**src/fctir_cfg.svh**
```systemverilog
/*
 * register offsets, field positions, reset values and timing constants of the timer.
 * assumes word addressing on a 32-bit avalon bus: byte address is four times the index.
 */
`ifndef FCTIR_CFG_SVH
`define FCTIR_CFG_SVH

// register indices, byte address = 4 * index
`define FCTIR_IDX_CNT 8'hc4
`define FCTIR_IDX_SCR1 8'hc6
`define FCTIR_IDX_MODE 8'hc0
`define FCTIR_IDX_IRQEN 8'hca
`define FCTIR_IDX_SCR2 8'hcb
`define FCTIR_IDX_FLG1 8'hcc
`define FCTIR_IDX_FLG2 8'hcd
`define FCTIR_IDX_CH0 8'hce
`define FCTIR_IDX_CH1 8'hd0
`define FCTIR_IDX_CH2 8'hd2
`define FCTIR_IDX_CH3 8'hd4

// field positions
`define FCTIR_SCR1_FFC_BIT 4
`define FCTIR_SCR2_OVIE_BIT 7
`define FCTIR_SCR2_CRE_BIT 3
`define FCTIR_FLG2_OVF_BIT 7

// reset values
`define FCTIR_RST_BYTE 8'h00
`define FCTIR_RST_WORD 16'h0000

// timing
`define FCTIR_CLK_MHZ 125
`define FCTIR_PRE_W 7

`endif

```
**src/fctir_pkg.sv**
```systemverilog
/*
 * types of the four-channel timer.
 * assumes nothing beyond a systemverilog compiler.
 */
package fctir_pkg;
    typedef enum logic [2:0] {
        FCTIR_BUS_IDLE = 3'b001,
        FCTIR_BUS_ACK = 3'b010,
        FCTIR_BUS_HOLD = 3'b100
    } fctir_bus_state_t;
endpackage

```
**src/fctir_prescaler.sv**
```systemverilog
/*
 * clock prescaler producing a one-cycle timer tick at bus clock / 2**select.
 * assumes select comes from a register in the same clock domain.
 */
`timescale 1ns/1ps
`include "fctir_cfg.svh"

module fctir_prescaler #(
    parameter int PRE_W = `FCTIR_PRE_W
) (
    // clock and reset
    input wire logic core_clk,
    input wire logic rst_n,
    // control
    input wire logic [2:0] div_sel,
    // tick out
    output logic tick
);
    logic [PRE_W-1:0] cnt_q, cnt_d;
    logic [2:0] sel_q, sel_d;
    logic [PRE_W-1:0] mask;

    always_comb begin
        mask = PRE_W'((8'h01 << sel_q) - 8'h01);
        cnt_d = (cnt_q + PRE_W'(1)) & mask;
        sel_d = sel_q;
        // new divisor loaded only when every stage is back at zero
        if (cnt_d == '0) begin
            sel_d = div_sel;
        end
        tick = (cnt_q == mask);
    end

    always_ff @(posedge core_clk or negedge rst_n) begin
        if (!rst_n) begin
            cnt_q <= '0;
            sel_q <= 3'h0;
        end else begin
            cnt_q <= cnt_d;
            sel_q <= sel_d;
        end
    end
endmodule

```
**src/fctir_timer.sv**
```systemverilog
/*
 * four-channel 16-bit capture/compare timer with avalon-mm register slave.
 * assumes capture pins are asynchronous and are synchronised here.
 */
// The implementer's own choice: the Avalon-MM interface to the registers.
`timescale 1ns/1ps
`include "fctir_cfg.svh"

module fctir_timer #(
    parameter int NCH = 4
) (
    // clock and reset
    input wire logic core_clk,
    input wire logic rst_n,
    // avalon-mm slave
    input wire logic [7:0] avs_address,
    input wire logic avs_read,
    input wire logic avs_write,
    input wire logic [31:0] avs_writedata,
    input wire logic [3:0] avs_byteenable,
    output logic [31:0] avs_readdata,
    output logic avs_waitrequest,
    output logic [1:0] avs_response,
    // capture inputs, edge selection
    input wire logic [NCH-1:0] capture_pin,
    input wire logic [NCH-1:0] capture_rise_en,
    input wire logic [NCH-1:0] capture_fall_en,
    // compare match pulses
    output logic [NCH-1:0] compare_match,
    // interrupts
    output logic [NCH-1:0] channel_irq,
    output logic overflow_irq,
    output logic irq
);
    // ----------------------------------------------------------------
    // state
    // ----------------------------------------------------------------
    fctir_pkg::fctir_bus_state_t st_q, st_d;
    logic [31:0] rdata_q, rdata_d;
    logic [1:0] resp_q, resp_d;
    logic [15:0] cnt_q, cnt_d;
    logic [NCH-1:0] irq_en_q, irq_en_d;
    logic [NCH-1:0] mode_q, mode_d;
    logic fast_clr_q, fast_clr_d;
    logic ovf_ie_q, ovf_ie_d;
    logic cre_q, cre_d;
    logic [2:0] div_sel_q, div_sel_d;
    logic [NCH-1:0] flags_q, flags_d;
    logic ovf_q, ovf_d;
    logic [15:0] chan_q [NCH], chan_d [NCH];
    logic [NCH-1:0] sync1_q, sync2_q, prev_q;
    logic [NCH-1:0] match_q, match_d;
    logic [NCH-1:0] chirq_q, chirq_d;
    logic ovirq_q, ovirq_d, irq_q, irq_d;
    logic wait_q, wait_d;
    logic tick;

    // ----------------------------------------------------------------
    // helpers
    // ----------------------------------------------------------------
    function automatic logic [7:0] lane_merge(input logic [7:0] old, input logic [7:0] nw, input logic en);
        lane_merge = en ? nw : old;
    endfunction

    function automatic int chan_of(input logic [7:0] idx);
        chan_of = -1;
        if (idx == `FCTIR_IDX_CH0) chan_of = 0;
        if (idx == `FCTIR_IDX_CH1) chan_of = 1;
        if (idx == `FCTIR_IDX_CH2) chan_of = 2;
        if (idx == `FCTIR_IDX_CH3) chan_of = 3;
    endfunction

    // ----------------------------------------------------------------
    // prescaler
    // ----------------------------------------------------------------
    fctir_prescaler #(
        .PRE_W(`FCTIR_PRE_W)
    ) u_pre (
        .core_clk(core_clk),
        .rst_n(rst_n),
        .div_sel(div_sel_q),
        .tick(tick)
    );

    // ----------------------------------------------------------------
    // capture synchroniser
    // ----------------------------------------------------------------
    always_ff @(posedge core_clk or negedge rst_n) begin
        if (!rst_n) begin
            sync1_q <= '0;
            sync2_q <= '0;
            prev_q <= '0;
        end else begin
            sync1_q <= capture_pin;
            sync2_q <= sync1_q;
            prev_q <= sync2_q;
        end
    end

    // ----------------------------------------------------------------
    // next state
    // ----------------------------------------------------------------
    always_comb begin
        logic acc;
        logic wr;
        logic rd;
        int ch;
        logic [NCH-1:0] evt;
        logic [NCH-1:0] clr;
        logic wrap;
        logic cmp_rst;
        logic [7:0] b0;
        logic [7:0] b1;
        acc = 1'b0;
        wr = 1'b0;
        rd = 1'b0;
        ch = -1;
        evt = '0;
        clr = '0;
        wrap = 1'b0;
        cmp_rst = 1'b0;
        b0 = 8'h00;
        b1 = 8'h00;
        st_d = st_q;
        rdata_d = rdata_q;
        resp_d = resp_q;
        cnt_d = cnt_q;
        irq_en_d = irq_en_q;
        mode_d = mode_q;
        fast_clr_d = fast_clr_q;
        ovf_ie_d = ovf_ie_q;
        cre_d = cre_q;
        div_sel_d = div_sel_q;
        flags_d = flags_q;
        ovf_d = ovf_q;
        chan_d = chan_q;
        match_d = '0;

        case (st_q)
            fctir_pkg::FCTIR_BUS_IDLE: begin
                if (avs_read || avs_write) begin
                    acc = 1'b1;
                    st_d = fctir_pkg::FCTIR_BUS_ACK;
                end
            end
            fctir_pkg::FCTIR_BUS_ACK: begin
                st_d = fctir_pkg::FCTIR_BUS_HOLD;
            end
            fctir_pkg::FCTIR_BUS_HOLD: begin
                st_d = fctir_pkg::FCTIR_BUS_IDLE;
            end
            default: begin
                st_d = fctir_pkg::FCTIR_BUS_IDLE;
            end
        endcase
        // waitrequest registered so the port comes straight from a flop
        wait_d = (st_d != fctir_pkg::FCTIR_BUS_ACK);
        wr = acc && avs_write;
        rd = acc && avs_read;
        ch = chan_of(avs_address);

        // counter, compare and capture
        for (int i = 0; i < NCH; i++) begin
            if (mode_q[i]) begin
                // compare mode
                if (tick && cnt_q == chan_q[i]) begin
                    evt[i] = 1'b1;
                    match_d[i] = 1'b1;
                end
            end else if ((capture_rise_en[i] && sync2_q[i] && !prev_q[i]) ||
                         (capture_fall_en[i] && !sync2_q[i] && prev_q[i])) begin
                // capture mode latches counter
                evt[i] = 1'b1;
                chan_d[i] = cnt_q;
            end
        end
        if (tick) begin
            cmp_rst = cre_q && mode_q[3] && evt[3];
            if (cmp_rst) begin
                cnt_d = 16'h0000;
            end else begin
                cnt_d = cnt_q + 16'h0001;
                wrap = (cnt_q == 16'hffff);
            end
        end

        // register access
        b0 = avs_writedata[7:0];
        b1 = avs_writedata[15:8];
        if (rd) begin
            rdata_d = 32'h0000_0000;
            resp_d = 2'b00;
            case (avs_address)
                `FCTIR_IDX_CNT: rdata_d[15:0] = cnt_q;
                `FCTIR_IDX_SCR1: rdata_d[`FCTIR_SCR1_FFC_BIT] = fast_clr_q;
                `FCTIR_IDX_MODE: rdata_d[NCH-1:0] = mode_q;
                `FCTIR_IDX_IRQEN: rdata_d[NCH-1:0] = irq_en_q;
                `FCTIR_IDX_SCR2: rdata_d[7:0] = {ovf_ie_q, 3'h0, cre_q, div_sel_q};
                `FCTIR_IDX_FLG1: rdata_d[NCH-1:0] = flags_q;
                `FCTIR_IDX_FLG2: rdata_d[`FCTIR_FLG2_OVF_BIT] = ovf_q;
                default: begin
                    if (ch >= 0) begin
                        rdata_d[15:0] = chan_q[ch];
                    end else begin
                        resp_d = 2'b10;
                    end
                end
            endcase
        end
        if (wr) begin
            resp_d = 2'b00;
            case (avs_address)
                `FCTIR_IDX_CNT: begin
                end
                `FCTIR_IDX_SCR1: begin
                    if (avs_byteenable[0]) fast_clr_d = b0[`FCTIR_SCR1_FFC_BIT];
                end
                `FCTIR_IDX_MODE: begin
                    if (avs_byteenable[0]) mode_d = b0[NCH-1:0];
                end
                `FCTIR_IDX_IRQEN: begin
                    if (avs_byteenable[0]) irq_en_d = b0[NCH-1:0];
                end
                `FCTIR_IDX_SCR2: begin
                    if (avs_byteenable[0]) begin
                        ovf_ie_d = b0[`FCTIR_SCR2_OVIE_BIT];
                        cre_d = b0[`FCTIR_SCR2_CRE_BIT];
                        div_sel_d = b0[2:0];
                    end
                end
                `FCTIR_IDX_FLG1: begin
                    if (avs_byteenable[0]) clr = b0[NCH-1:0];
                end
                `FCTIR_IDX_FLG2: begin
                    if (avs_byteenable[0] && b0[`FCTIR_FLG2_OVF_BIT]) ovf_d = 1'b0;
                end
                default: begin
                    if (ch >= 0) begin
                        // capture-mode writes are dropped
                        if (mode_q[ch]) begin
                            chan_d[ch] = {lane_merge(chan_q[ch][15:8], b1, avs_byteenable[1]),
                                          lane_merge(chan_q[ch][7:0], b0, avs_byteenable[0])};
                        end
                    end else begin
                        resp_d = 2'b10;
                    end
                end
            endcase
        end
        // fast clear side effects
        if (fast_clr_q && ch >= 0 && ((rd && !mode_q[ch]) || (wr && mode_q[ch]))) begin
            clr[ch] = 1'b1;
        end
        if (fast_clr_q && (rd || wr) && avs_address == `FCTIR_IDX_CNT) begin
            ovf_d = 1'b0;
        end
        // hardware set wins over clear
        flags_d = (flags_q & ~clr) | evt;
        if (wrap) begin
            ovf_d = 1'b1;
        end

        // interrupt levels
        chirq_d = flags_d & irq_en_d;
        ovirq_d = ovf_d && ovf_ie_d;
        irq_d = (|chirq_d) || ovirq_d;
    end

    // ----------------------------------------------------------------
    // registers
    // ----------------------------------------------------------------
    always_ff @(posedge core_clk or negedge rst_n) begin
        if (!rst_n) begin
            st_q <= fctir_pkg::FCTIR_BUS_IDLE;
            rdata_q <= 32'h0000_0000;
            resp_q <= 2'b00;
            cnt_q <= `FCTIR_RST_WORD;
            irq_en_q <= '0;
            mode_q <= '0;
            fast_clr_q <= 1'b0;
            ovf_ie_q <= 1'b0;
            cre_q <= 1'b0;
            div_sel_q <= 3'h0;
            flags_q <= '0;
            ovf_q <= 1'b0;
            for (int i = 0; i < NCH; i++) begin
                chan_q[i] <= `FCTIR_RST_WORD;
            end
            match_q <= '0;
            chirq_q <= '0;
            ovirq_q <= 1'b0;
            irq_q <= 1'b0;
            wait_q <= 1'b1;
        end else begin
            st_q <= st_d;
            rdata_q <= rdata_d;
            resp_q <= resp_d;
            cnt_q <= cnt_d;
            irq_en_q <= irq_en_d;
            mode_q <= mode_d;
            fast_clr_q <= fast_clr_d;
            ovf_ie_q <= ovf_ie_d;
            cre_q <= cre_d;
            div_sel_q <= div_sel_d;
            flags_q <= flags_d;
            ovf_q <= ovf_d;
            chan_q <= chan_d;
            match_q <= match_d;
            chirq_q <= chirq_d;
            ovirq_q <= ovirq_d;
            irq_q <= irq_d;
            wait_q <= wait_d;
        end
    end

    // ----------------------------------------------------------------
    // outputs
    // ----------------------------------------------------------------
    always_comb begin
        avs_readdata = rdata_q;
        avs_response = resp_q;
        // low only in the ack state, one cycle after the request is taken
        avs_waitrequest = wait_q;
        compare_match = match_q;
        channel_irq = chirq_q;
        overflow_irq = ovirq_q;
        irq = irq_q;
    end
endmodule

```
**config.mk**
```make
export PLATFORM = sky130hd
export DESIGN_NAME = fctir_timer
export DESIGN_NICKNAME = d
export VERILOG_FILES = /design/src/fctir_pkg.sv /design/src/fctir_prescaler.sv /design/src/fctir_timer.sv
export VERILOG_INCLUDE_DIRS = /design/src
export SDC_FILE = /design/constraint.sdc
export NUM_CORES = 1
export LEC_CHECK = 0
export ABC_AREA = 1
export BUFFER_PORTS_ARGS = -buffer_cell sky130_fd_sc_hd__buf_4
export CAP_MARGIN = 20
export CORE_ASPECT_RATIO = 0.7
export CORE_MARGIN = 4
export CORE_UTILIZATION = 45
export CTS_BUF_LIST = sky130_fd_sc_hd__clkbuf_16
export DETAILED_ROUTE_END_ITERATION = 12
export PLACE_DENSITY = 0.62
export SLEW_MARGIN = 20
export SYNTH_ARGS = -nofsm -noshare
export SYNTH_HDL_FRONTEND = slang
export SYNTH_HIERARCHICAL = 1
export SYNTH_SLANG_ARGS = --single-unit
```
**constraint.sdc**
```tcl
create_clock -name core_clk -period 3.04 [get_ports core_clk]
set_clock_uncertainty 0.05 [all_clocks]
set_input_delay 0.608 -clock core_clk [delete_from_list [all_inputs] [get_ports core_clk]]
set_output_delay 0.608 -clock core_clk [all_outputs]
set_load 0.03 [all_outputs]
```
# [Word level (Yosys, flattened, before mapping)]
# Cells that the tools add are included.
[totals] ff_bits=153 input_bits=60 out_inout_bits=45 word_cells=201
[classes] n_addsub=3 n_lt_le_gt_ge=5 eq_ne=20 n_shift=1 mux=77 bitwise_logic=7 reduce_logical=62
[ops] cell="64-bit 2-to-1 mux" n=4
[ops] cell="16-bit 2-to-1 mux" n=13
[ops] cell="32-bit 2-to-1 mux" n=4
[ops] cell="8-bit equality test (second input constant)" n=11
[ops] cell="64-bit bitwise mux" n=1
[ops] cell="16-bit equality test" n=4
[ops] cell="32-bit by 1-bit greater-or-equal comparator with 1-bit output (second input constant)" n=2
[ops] cell="1-bit logical AND" n=34
[ops] cell="16-bit binary-select mux with 2-bit select" n=1
[ops] cell="16-bit demux with 2-bit select" n=1
[ops] cell="32-bit by 3-bit greater-or-equal comparator with 1-bit output (second input constant)" n=1
[ops] cell="32-bit by 1-bit less-than comparator with 1-bit output (second input constant)" n=1
[ops] cell="32-bit by 4-bit less-than comparator with 1-bit output (second input constant)" n=1
[ops] cell="32-bit inverter" n=1
[ops] cell="1-bit 2-to-1 mux" n=31
[ops] cell="4-bit 2-to-1 mux" n=7
[ops] cell="4-bit one-hot mux with 6 select lines" n=1
[ops] cell="16-bit by 1-bit adder with 16-bit output (second input constant)" n=1
[ops] cell="16-bit equality test (second input constant)" n=1
[ops] cell="8-bit 2-to-1 mux" n=2
[ops] cell="8-bit one-hot mux with 2 select lines" n=1
[ops] cell="1-bit logical NOT" n=9
[ops] cell="3-bit AND reduction" n=3
[ops] cell="4-bit bitwise AND" n=2
[ops] cell="other kinds (26)" n=38

# [Longest topological paths before layout]
# Gate-level depths: netlist of the first run.
[depth] depth_word=19 ltp_mapped=16 ltp_nobuf=16

# [Hierarchy]
# Netlist of the first run, hierarchy kept.
[modules_own_cells] module="fctir_timer" n_inst=1 cells_per_inst=1223 area_each_um2=8648.3 seq_area_each_um2=3555.9
[modules_own_cells] module="fctir_prescaler" n_inst=1 cells_per_inst=85 area_each_um2=651.9 seq_area_each_um2=250.2

# [Least setup slack after synthesis of the first run]
# OpenSTA, ideal clock, no wires.
[synth_timing] kind="register to register" from="register u_pre.sel_q[2]" to="register, netlist name cnt_q[15]" setup_time_ps=132 t_arrival_ps=2470 t_required_ps=2858 path_slack_ps=388 stages_incl_launch_ff=13 n_path_buf=2 synth_period_minus_slack_ps=2652 cell_sequence="dfrtp_1 nor2_1 nand2_1 ha_1 o211ai_1 nor3_2 clkbuf_1 nand3_1 nor3_1 nand3_1 nor2_1 clkbuf_1 nor2_1"
[synth_rtl] item="start: declaration" line_no="fctir_prescaler.sv:20" rtl="logic [2:0] sel_q, sel_d;"
[synth_rtl] item="start signal: assignment" line_no="fctir_prescaler.sv:40" rtl="sel_q <= sel_d;"

==> results of run 1 <==
-- path summary, 6_finish.rpt --
check,slack [ps],cells after the start,to
max reg2reg,210,13,cnt_q[11]
min in group core_clk,230,1,sync1_q[3]
min,110,1,avs_readdata[13]
max in group asynchronous,2040,2,st_q[0]
max,210,13,cnt_q[11]
min reg2reg,300,0,sync2_q[2]
-- worst max-delay path: stages (launching register included) --
cell and delay, ps:
sky130_fd_sc_hd__dfrtp_2 450, sky130_fd_sc_hd__nor2_2 120, sky130_fd_sc_hd__buf_4 140, sky130_fd_sc_hd__nor2_1 40
sky130_fd_sc_hd__a21oi_1 110, sky130_fd_sc_hd__nand3_1 110, sky130_fd_sc_hd__nor3_2 230, sky130_fd_sc_hd__buf_4 190
sky130_fd_sc_hd__buf_8 160, sky130_fd_sc_hd__clkinvlp_4 200, sky130_fd_sc_hd__nor4_2 310, sky130_fd_sc_hd__and3_1 260
sky130_fd_sc_hd__nand3_1 70, sky130_fd_sc_hd__a221oi_1 290
-- where the power goes --
part	internal, mW	switching (mW)	leakage [nW]
combinational	0.911	1.68	2.91
clock	1.40	0.944	0.306
sequential	2.38	0.368	1.98
-- kinds of logic (layout without fill, tap and decap cells) --
logic type	count (synthesis)	in the layout	share of synthesized area
AND/OR/NAND/NOR	660	660	0.311
AO/OA/AOI/OAI	250	250	0.152
flip-flops	152	152	0.409
other	1	17	0.000403
adder cells (fa/ha/maj)	3	3	0.00404
XOR/XNOR	25	25	0.0235
buffers and inverters	217	296	0.0994
-- cell usage in the layout, fill, tap and decap left out, types with 5 or more instances in the layout --
| cell | Yosys | routed |
|---|---|---|
| sky130_fd_sc_hd__o22ai_1 | 19 | 19 |
| sky130_fd_sc_hd__nor2_4 | 6 | 6 |
| sky130_fd_sc_hd__a21oi_1 | 20 | 20 |
| sky130_fd_sc_hd__inv_2 | 11 | 11 |
| sky130_fd_sc_hd__inv_1 | 134 | 133 |
| sky130_fd_sc_hd__buf_4 | 17 | 111 |
| sky130_fd_sc_hd__o21ai_1 | 20 | 20 |
| sky130_fd_sc_hd__nand3b_1 | 6 | 6 |
| sky130_fd_sc_hd__nand3_1 | 53 | 53 |
| sky130_fd_sc_hd__o21ai_0 | 133 | 133 |
| sky130_fd_sc_hd__o211ai_1 | 23 | 23 |
| sky130_fd_sc_hd__nor3_1 | 23 | 21 |
| sky130_fd_sc_hd__nor2_1 | 102 | 101 |
| sky130_fd_sc_hd__nor2_2 | 8 | 9 |
| sky130_fd_sc_hd__nor4_1 | 10 | 9 |
| sky130_fd_sc_hd__conb_1 | 1 | 17 |
| sky130_fd_sc_hd__a31oi_1 | 16 | 16 |
| sky130_fd_sc_hd__nor3b_1 | 5 | 5 |
| sky130_fd_sc_hd__or2_2 | 8 | 8 |
| sky130_fd_sc_hd__nand2_2 | 10 | 11 |
| sky130_fd_sc_hd__dfrtp_1 | 150 | 149 |
| sky130_fd_sc_hd__clkbuf_16 | 0 | 17 |
| sky130_fd_sc_hd__nand2_1 | 394 | 393 |
| sky130_fd_sc_hd__xor2_1 | 22 | 22 |
| sky130_fd_sc_hd__nand4_1 | 23 | 23 |
-- cell type report --
class / count / area [um2]
multi-input cells: 955 / 4650
clock buffers: 17 / 425
well taps: 270 / 338
inverters: 149 / 563
repair buffers: 115 / 900
flip-flops and latches: 152 / 3810
clock inverters: 15 / 216
fillers: 2016 / 9170
-- flip-flops by register name, indices dropped and copies added, names as in the netlist, 7 cells and up --
signal / cells
avs_readdata: 16
chan_q: 64
cnt_q: 16
u_pre/cnt_q: 7
-- routing by layer --
metal  global-route usage  share of wire  up-vias
li1                     -              -     4411
met1                0.426           0.48     4272
met2                0.359           0.38      407
met3               0.0845           0.12       39
met4               0.0640          0.016        0
met5                    0              0        -
-- timing repair --
| item | 4_1_cts | 5_1_grt |
|---|---|---|
| endpoints found under the hold margin | 0 | 0 |
| setup endpoints to repair | 0 | 4 |
| gates resized for setup | 0 | 9 |
| buffers inserted | 0 | 2 |
-- per-stage QoR --
step	setup TNS, ps	cell area (um2)	total power, mW
after floorplan	0	9360	4.34
after global placement	0	10200	5.28
after detailed placement	0	10200	5.29
after CTS	0	10900	7.65
after global routing	-2.07	10900	8.14
final	0	10900	7.68
==> run summary, run 1 <==
The flow ran to the end, and the final reports show no timing, DRC or antenna violations. The tools report the count of mapped cells out of synthesis as 1308. In the routed layout, each cell is associated on average with a via count of 5.46.

The setup slack after placement came out at 191 ps. The worst register-to-register path begins at u_pre/sel_q[2]. The run gives 0 as the max-capacitance violation count. The clock slew at the register clock pins of the worst setup and hold paths is 70 ps, and the final antenna-violating net count is 0.

The run gives 2 as the number of buffers between clock root and the deepest sink. The transition at the pin with the smallest max-transition slack is 981 ps. The floorplan has 43 rows. Fraction of the cycle the final worst path needs: 0.931. Layout-stage area growth over the synthesis result: 17.2%.

The die span in x was 180 um. The first global-routing pass estimated 48100 um of wire. The number of enable flip-flop cells after synthesis came out at 0. The clock tree synthesis step divided the H-tree into 4 levels. Total leakage power: 5.20 nW.

For this run, the post-layout net count is 1453. TritonCTS built the clock tree. The first routing iteration left 1055 violations. The final standard cell utilization of the core was 0.543. The tools report the cell count after placement as 1639. The number of synthesized register bits is 152. The logs give 0.463 for the starting utilization of the core area and 0 for the count of final hold-check violations. For this design the ratio of total power to cell area is 704 nW/um2.

The HPWL after detailed placement is 24700 um. For the count of clock tree sinks, the log shows 152. Path class of the lowest-slack min-delay path: in -> async. The floorplan step defined a die boundary enclosing 23100 um2. The die height was 128 um; the share of synthesized registers carrying an async set or reset was 1.00.

After floorplanning, the core was sized to cover 20100 um2. The run gives 0.339 as the worst-case headroom to the max-slew limit. Hold timing on the final database bottoms out at a slack of 106 ps.

Number of input and output port buffers inserted: 69. Data on the critical path arrives at its endpoint at 3110 ps. The final worst setup slack was 209 ps; the total of endpoints with negative setup slack in the final report was 0. Sorting the synthesized cells by area gives the leading types as sky130_fd_sc_hd__dfrtp_1, sky130_fd_sc_hd__nand2_1, sky130_fd_sc_hd__o21ai_0. First-pass iteration count of the detailed router: 5. Counting the buffers created by CTS gives 17.

The tools report the critical path capture point type as a register. Diode insertion count for antenna repair: 0. The beginning of the critical path was u_pre/sel_q[2]. The share of Yosys cell area claimed by the top area cell type was 0.404. By count the netlist is led by sky130_fd_sc_hd__nand2_1, sky130_fd_sc_hd__dfrtp_1, sky130_fd_sc_hd__inv_1, sky130_fd_sc_hd__o21ai_0, sky130_fd_sc_hd__nor2_1. Total wirelength of the detailed-routed design: 31200 um. The critical path class is reg -> reg.

The congestion estimate from routability-driven global placement came to 0.984. Based on the critical path, the design can be clocked at up to 353 MHz. For this run, design rule violations remaining after detail routing come to 0. The mean area per synthesized cell is 7.11 um2.

After clock tree synthesis, the flow added hold-fix buffers numbering 0. The most repeated cell in the gate-level netlist after synthesis was sky130_fd_sc_hd__nand2_1. For the total routing resource utilization after global routing, the log shows 0.272. CTS placed an instance of sky130_fd_sc_hd__clkbuf_16 at the clock tree root. STA classifies the critical path startpoint as a register. Yosys mapped the design onto 52 distinct sky130hd cell types. The tools report the clock latency at the later pin of the worst-skew pair as 430 ps.

The fraction of layout instances using a drive strength above 1 was 0.149; the max-slew violation total from the final report was 0. The number of top-level pins was 105. The maximum vdd drop is 0.000624 V. The finished layout holds 1673 standard cells, fillers aside. The routed layout has 9129 vias. The worst path in the final design needs a cycle of 2830 ps, including I/O delays and setup. Entering global routing, the biggest net connects 62 pins.

Summed over all instances, the cell type with the most area after synthesis is sky130_fd_sc_hd__dfrtp_1. The share of the yosys chip area belonging to registers was 0.409; the sum of overflow across all layers after global routing was 0. Total of warnings raised by yosys: 6. The most used flip-flop cell after synthesis is sky130_fd_sc_hd__dfrtp_1. The synthesized netlist occupies a cell area of 9300 um2. The tools report the number of global-route vias before repair as 8276.

Dividing the detail-routed wire length by the instance count gives 18.6 um. Along the worst path, the maximum fanout reaches 10. STA puts the critical path data required time at 3320 ps. The run gives 0 as the number of antenna violations at the first check in global routing.
No activity file was read; power rests on OpenSTA's default activity.
==> inputs of run 2 (changes only) <==
- GPL_ROUTABILITY_DRIVEN: unset -> 1
- SLEW_MARGIN: 20 -> 10
- clock period: 3.04 -> 3.5 ns (I/O delays scaled with it)
==> run summary, run 2 (synthesis results as in run 1) <==
Count of clock tree sinks: 152. Hold timing on the final database bottoms out at a slack of 253 ps. Critical path class: reg -> reg. The die covers 23100 um2. From bottom edge to top edge, the die measures 128 um. In the final routed layout, each cell accounts on average for 19.1 um. The final critical-path required period came out at 3190 ps. The pre-antenna-repair detailed-routing pass consisted of 6 iterations. The post-detailed-route via-to-cell ratio is 5.57. Number of buffers between clock root and the deepest sink: 2. The register with the most flip-flops in the layout has 64 of them. The count of buffering cells on the critical path with inverters included was 0; the max-slew violation total from the final report was 0. H-tree depth: 4.

The worst setup path is captured at a register. The wire length of the first global-routing pass was 49300 um. Post-cts sizing count: 0. The run gives 8552 as the number of global-route vias before repair. TritonCTS built the clock tree.

The count of nets after finishing was 1429. The leading cell type in the layout, fill and taps excluded was sky130_fd_sc_hd__nand2_1. Setup repair after global routing left no endpoint under its margin. The maximum vdd drop was 0.000381 V; the number of buffers added by the clock tree synthesis step was 17.

At the pin with the least slew margin, the transition time is 1040 ps. Counting cells, the worst reg-to-reg path comes to 13. The run gives 0.463 as the starting utilization of the core area. The logs give 1649 for the number of non-filler instances in the completed layout and 24400 um for the final HPWL from detailed placement. The largest fanout on the critical path is 6, and the worst-case headroom to the max-slew limit is 0.302. Setup violations remaining at the end of the flow were counted as 0. The top cell types in the final layout, fill and taps aside, are sky130_fd_sc_hd__nand2_1, sky130_fd_sc_hd__dfrtp_1, sky130_fd_sc_hd__inv_1, sky130_fd_sc_hd__o21ai_0, sky130_fd_sc_hd__nor2_1.

The routed design has 31500 um of wire. For this run, the top clock speed supported by timing is 314 MHz. Max-cap violations in this run came to 0. Cell at the slowest stage of the critical path: sky130_fd_sc_hd__dfrtp_1. Once placement completed, the tool counted placed cells totaling 1617. The run gives 0 as the count of final hold-check violations. The flow ran to the end, and the final reports show no timing, DRC or antenna violations.

The core region is 20100 um2. Post-layout total power: 6.49 mW. The fraction of layout instances using a drive strength above 1 came out at 0.128.

The detail route stage leaves a number of antenna-violating nets equal to 0. The final weighted congestion in routability-driven placement was 0.941. The run gives 0 as the post-cts hold buffer count.

The total routing resource utilization after global routing is 0.278, and the layout-stage area growth over the synthesis result is 14.5%. In this design, the stage delay of the slowest critical-path cell is 440 ps. The worst setup path is launched from a register.

The fraction of the cycle the final worst path needs came out at 0.911. The tools report the total number of vias as 9184. The number of top-level pins is 105.

The total leakage power was 5.07 nW. The worst reg2reg path endpoint is irq. Once routing completed, OpenROAD measured the worst setup slack at 312 ps. The root buffer cell was sky130_fd_sc_hd__clkbuf_16.

Clock-pin slew was measured on the worst setup and hold paths at 60 ps. Arrival time reported for the critical path endpoint: 3470 ps. Setup slack on the worst reg-to-reg path comes out at 310 ps. The floorplan has 43 rows. In this run the tool buffered the top-level ports with 69 buffer cells. Traced cell by cell, the critical path runs through nor2_1 > nand2_1 > ha_1 > o211ai_1 > nor3_2 > nand3_1 > or2_2 > nor3_1 > nand4_1 > nand2_1 > a21oi_1 > a21oi_1 > nand2_1. The detailed router finished its first iteration with 1243 violations. In the final timing run, aggregate negative setup slack is 0 ps. For the required arrival time at the worst endpoint, the log shows 3780 ps. The die span in x was 180 um. The register with the most flip-flops in the final layout is chan_q. Dividing total power by cell area gives a power density of 610 nW/um2.

For the worst-skew pair, the clock arrives at the later sink with an insertion delay of 440 ps. The path class of the lowest-slack min-delay path is in -> async. The number of antenna violations at the first check in global routing was 0; the sum of overflow across all layers after global routing was 0.

0 antenna diodes ended up in the layout. The cell seen most often among critical-path stages was sky130_fd_sc_hd__nand2_1. Post-detailed-route DRC marker count: 0. The worst register-to-register path begins at u_pre/sel_q[2]. In this design, the largest share of critical-path delay is due to simple AND/OR/NAND/NOR gates. The setup slack after placement is 275 ps, and the setup fix buffers added after clock tree synthesis is 0.

Entering global routing, the biggest net connects 79 pins.
==> run 2: worst max path at each step <==
stage / startpoint / cells after the start / endpoint
3_3_place_gp: u_pre/sel_q[2] / 15 / irq
6_report: u_pre/sel_q[2] / 13 / irq
2_1_floorplan: u_pre/sel_q[2] / 12 / cnt_q[15]
3_5_place_dp: u_pre/sel_q[2] / 11 / cnt_q[11]
4_1_cts: u_pre/sel_q[2] / 11 / cnt_q[11]
5_1_grt: u_pre/sel_q[2] / 15 / irq
==> run 2: layout make-up <==
class                           count  area [um2]
Clock inverter                     15         183
Clock buffer                       17         425
Tap cell                          270         338
Timing Repair Buffer               91         699
Fill cell                        1960        9420
Sequential cell                   152        3810
Multi-Input combinational cell    955        4640
Inverter                          149         559
==> run 2: power by group <==
| part | switching [mW] | internal [mW] |
|---|---|---|
| sequential | 0.337 | 2.07 |
| clock | 0.793 | 1.12 |
| combinational | 1.43 | 0.741 |
| total | 2.56 | 3.93 |
==> run 2: routing by layer <==
metal,vias to the layer above,part of all wire,track usage,wire length (um)
met3,27,0.11,0.0769,3540
met5,-,0,0,0
met2,436,0.40,0.377,12600
met1,4373,0.48,0.438,15100
li1,4348,-,-,-
met4,0,0.010,0.0519,316
==> run 2: through the flow <==
step / instance area [um2] / utilization
2_1_floorplan: 9360 / -
3_3_place_gp: 10000 / 0.500
3_5_place_dp: 10000 / 0.500
4_1_cts: 10600 / 0.530
5_1_grt: 10600 / 0.531
6_report: 10600 / 0.531
==> run 2: worst reg2reg max path, delay by kind of cell (launching register included) <==
family	cells	cell delay (ps)
AND/OR/NAND/NOR	9	1950
flip-flops	1	440
AO/OA/AOI/OAI	3	360
adder cells (fa/ha/maj)	1	290
==> inputs of run 3 (changes only) <==
- clock period: 3.5 -> 4 ns (I/O delays scaled with it)
==> run summary, run 3 (synthesis results as in run 1) <==
Clock tree synthesis inserted a total of 17 buffers. Once the clock tree was built, the resizer swapped 0 gates to a different size. Entering global routing, the biggest net connects 67 pins.

The min-delay analysis places its worst path in the category in -> async. The critical path goes through nor2_1 > nand2_1 > ha_1 > o211ai_1 > nor3_2 > buf_4 > inv_1 > nor4_2 > and3_1 > nand3_1 > a221oi_1. The library cell used most frequently in the layout, excluding fill and tap cells, is sky130_fd_sc_hd__nand2_1.

The die is 180 um wide. The total routing resource utilization after global routing is 0.268. The number of global-route vias before repair is 8152.

The worst-case headroom to the max-slew limit is 0.360. OpenSTA, run right after detailed placement, puts the worst setup slack at 689 ps. Reg2reg setup slack: 660 ps.

For the post-route setup TNS, the log shows 0 ps. The layout-stage area growth over the synthesis result was 13.7%. The tools report the clock latency at the later pin of the worst-skew pair as 440 ps. Termination of the worst setup path: cnt_q[11]. The run gives 3810 um2 as the flip-flop and latch area. Beginning of the critical path: u_pre/sel_q[2]. Setup repair after global routing left no endpoint under its margin. The logs give 23100 um2 for the overall die area and 1419 for the count of nets after finishing. After clock tree synthesis, the clock-pin slew on the worst setup and hold paths is 70 ps. Hold timing on the final database bottoms out at a slack of 249 ps. No sink is reached through more buffers than the 2 on the longest clock path. The tools report the post-layout total power as 5.67 mW.

The first-pass iteration count of the detailed router was 6. The number of logic stages on the critical path including buffering came out at 11. Once layout is complete, the cells apart from fillers number 1639. The maximum vdd drop is 0.000382 V, and the final HPWL from detailed placement is 23700 um.

The logs give 105 for the number of top-level pins and 5.02 nW for the total leakage power. The detailed-route wire length per cell was 18.9 um; the maximum single-stage delay on the critical path was 440 ps. The number of antenna violations at the first check in global routing is 0. The endpoint identified for the worst register-to-register timing path is cnt_q[11].

The type of origin of the critical path was a register. Across the run, the number of max-cap violations was 0. For this run, design rule violations remaining after detail routing come to 0. The fraction of the cycle the final worst path needs is 0.836. At the end of routability-driven placement, the weighted congestion stood at 0.975. The post-cts hold buffer count is 0. At the pin with the least slew margin, the transition time is 949 ps. The number of buffers and inverters on the critical path is 2. Count of final hold-check violations: 0.

In this run the critical register-to-register path is launched from u_pre/sel_q[2]. For this block, the initial DRC count from the detailed router was 1229. Broken down by cell family, the worst path's largest delay share belongs to simple AND/OR/NAND/NOR gates.

The cell at the slowest stage of the critical path is sky130_fd_sc_hd__dfrtp_1. The critical path class was reg -> reg. The tools report the count of clock tree sinks as 152. The cell count after placement is 1607, and the total number of vias is 9281. Of all nets on the critical path, the largest fanout is 10.

Measured along the y axis, the die boundary spans 128 um. In the layout the commonest cells are sky130_fd_sc_hd__nand2_1, sky130_fd_sc_hd__dfrtp_1, sky130_fd_sc_hd__inv_1, sky130_fd_sc_hd__o21ai_0, sky130_fd_sc_hd__nor2_1. The starting utilization of the core area is 0.463, and the max-slew violation total from the final report is 0.

The power density of the placed cells was 536 nW/um2; the final critical-path required period was 3340 ps. The required arrival time at the worst endpoint is 4290 ps, and the arrival time reported for the critical path endpoint is 3630 ps. The diode insertion count for antenna repair is 0.

The final worst setup slack came out at 656 ps. Summing all multi-input logic gate instances after layout gives 4630 um2. The tree is rooted in a sky130_fd_sc_hd__clkbuf_16.

Summed over all layers, the routed wires come to 31000 um. The post-detailed-route via-to-cell ratio works out to 5.66. TritonCTS built the clock tree.

Buffers placed on the I/O ports in this run total 69. The filler cells instantiated in the layout total 1985. The H-tree was split into 4 levels. The first global-routing pass estimated 47600 um of wire.

The critical path capture point type was a register. Number of cells traversed by the worst register-to-register path: 11. More flip-flops sit in one register than any other, and that register is chan_q.

For the setup fix buffers added after clock tree synthesis, the log shows 0. The achievable clock frequency is 299 MHz. The logs give 43 for the row count and 0 for the sum of overflow across all layers after global routing. The run finished with clean final reports. The number of flip-flops in the largest register works out to 64. The fraction of layout instances using a drive strength above 1 works out to 0.123. The detail route stage leaves a number of antenna-violating nets equal to 0.

Setup violations remaining at the end of the flow were counted as 0. The total area inside the core boundary comes to 20100 um2.
run 3: final cells by class:
type,instances,area share
clock buffers,17,0.0402
clock inverters,15,0.0183
inverters,149,0.0529
multi-input cells,955,0.438
flip-flops and latches,152,0.360
well taps,270,0.0319
repair buffers,81,0.0590
run 3: worst register-to-register path, delay by kind of cell (launching register included):
kind	cells	cell delay, ps
AND/OR/NAND/NOR	6	1590
buffers and inverters	2	460
flip-flops	1	440
AO/OA/AOI/OAI	2	400
adder cells (fa/ha/maj)	1	300
run 3: how the worst min path moves through the flow:
stage | slack [ps] | to | depth (start not counted) | from
3_3_place_gp | 280 | sync2_q[1] | 0 | sync1_q[1]
5_1_grt | 280 | cnt_q[13] | 1 | rst_n
6_report | 250 | avs_readdata[10] | 1 | rst_n
3_5_place_dp | 290 | sync2_q[2] | 0 | sync1_q[2]
2_1_floorplan | 280 | sync2_q[0] | 0 | sync1_q[0]
4_1_cts | 270 | avs_readdata[10] | 1 | rst_n
run 3: through the flow:
step                utilization  instance area [um2]
floorplan                     -                 9360
global placement          0.496                 9960
detailed placement        0.496                 9960
CTS                       0.527                10600
global route              0.527                10600
finish                    0.527                10600
run 3: routing by layer:
layer	wire (um)	up-vias	global-route usage
met1	14300	4383	0.421
met3	4060	36	0.0879
met5	0	-	0
met4	444	0	0.0614
met2	12200	524	0.349
li1	-	4338	-
run 3: power by group:
part           leakage [nW]  switching (mW)  internal (mW)
Clock                 0.293           0.715          0.995
Sequential             1.98           0.351           1.81
Combinational          2.74            1.18          0.618
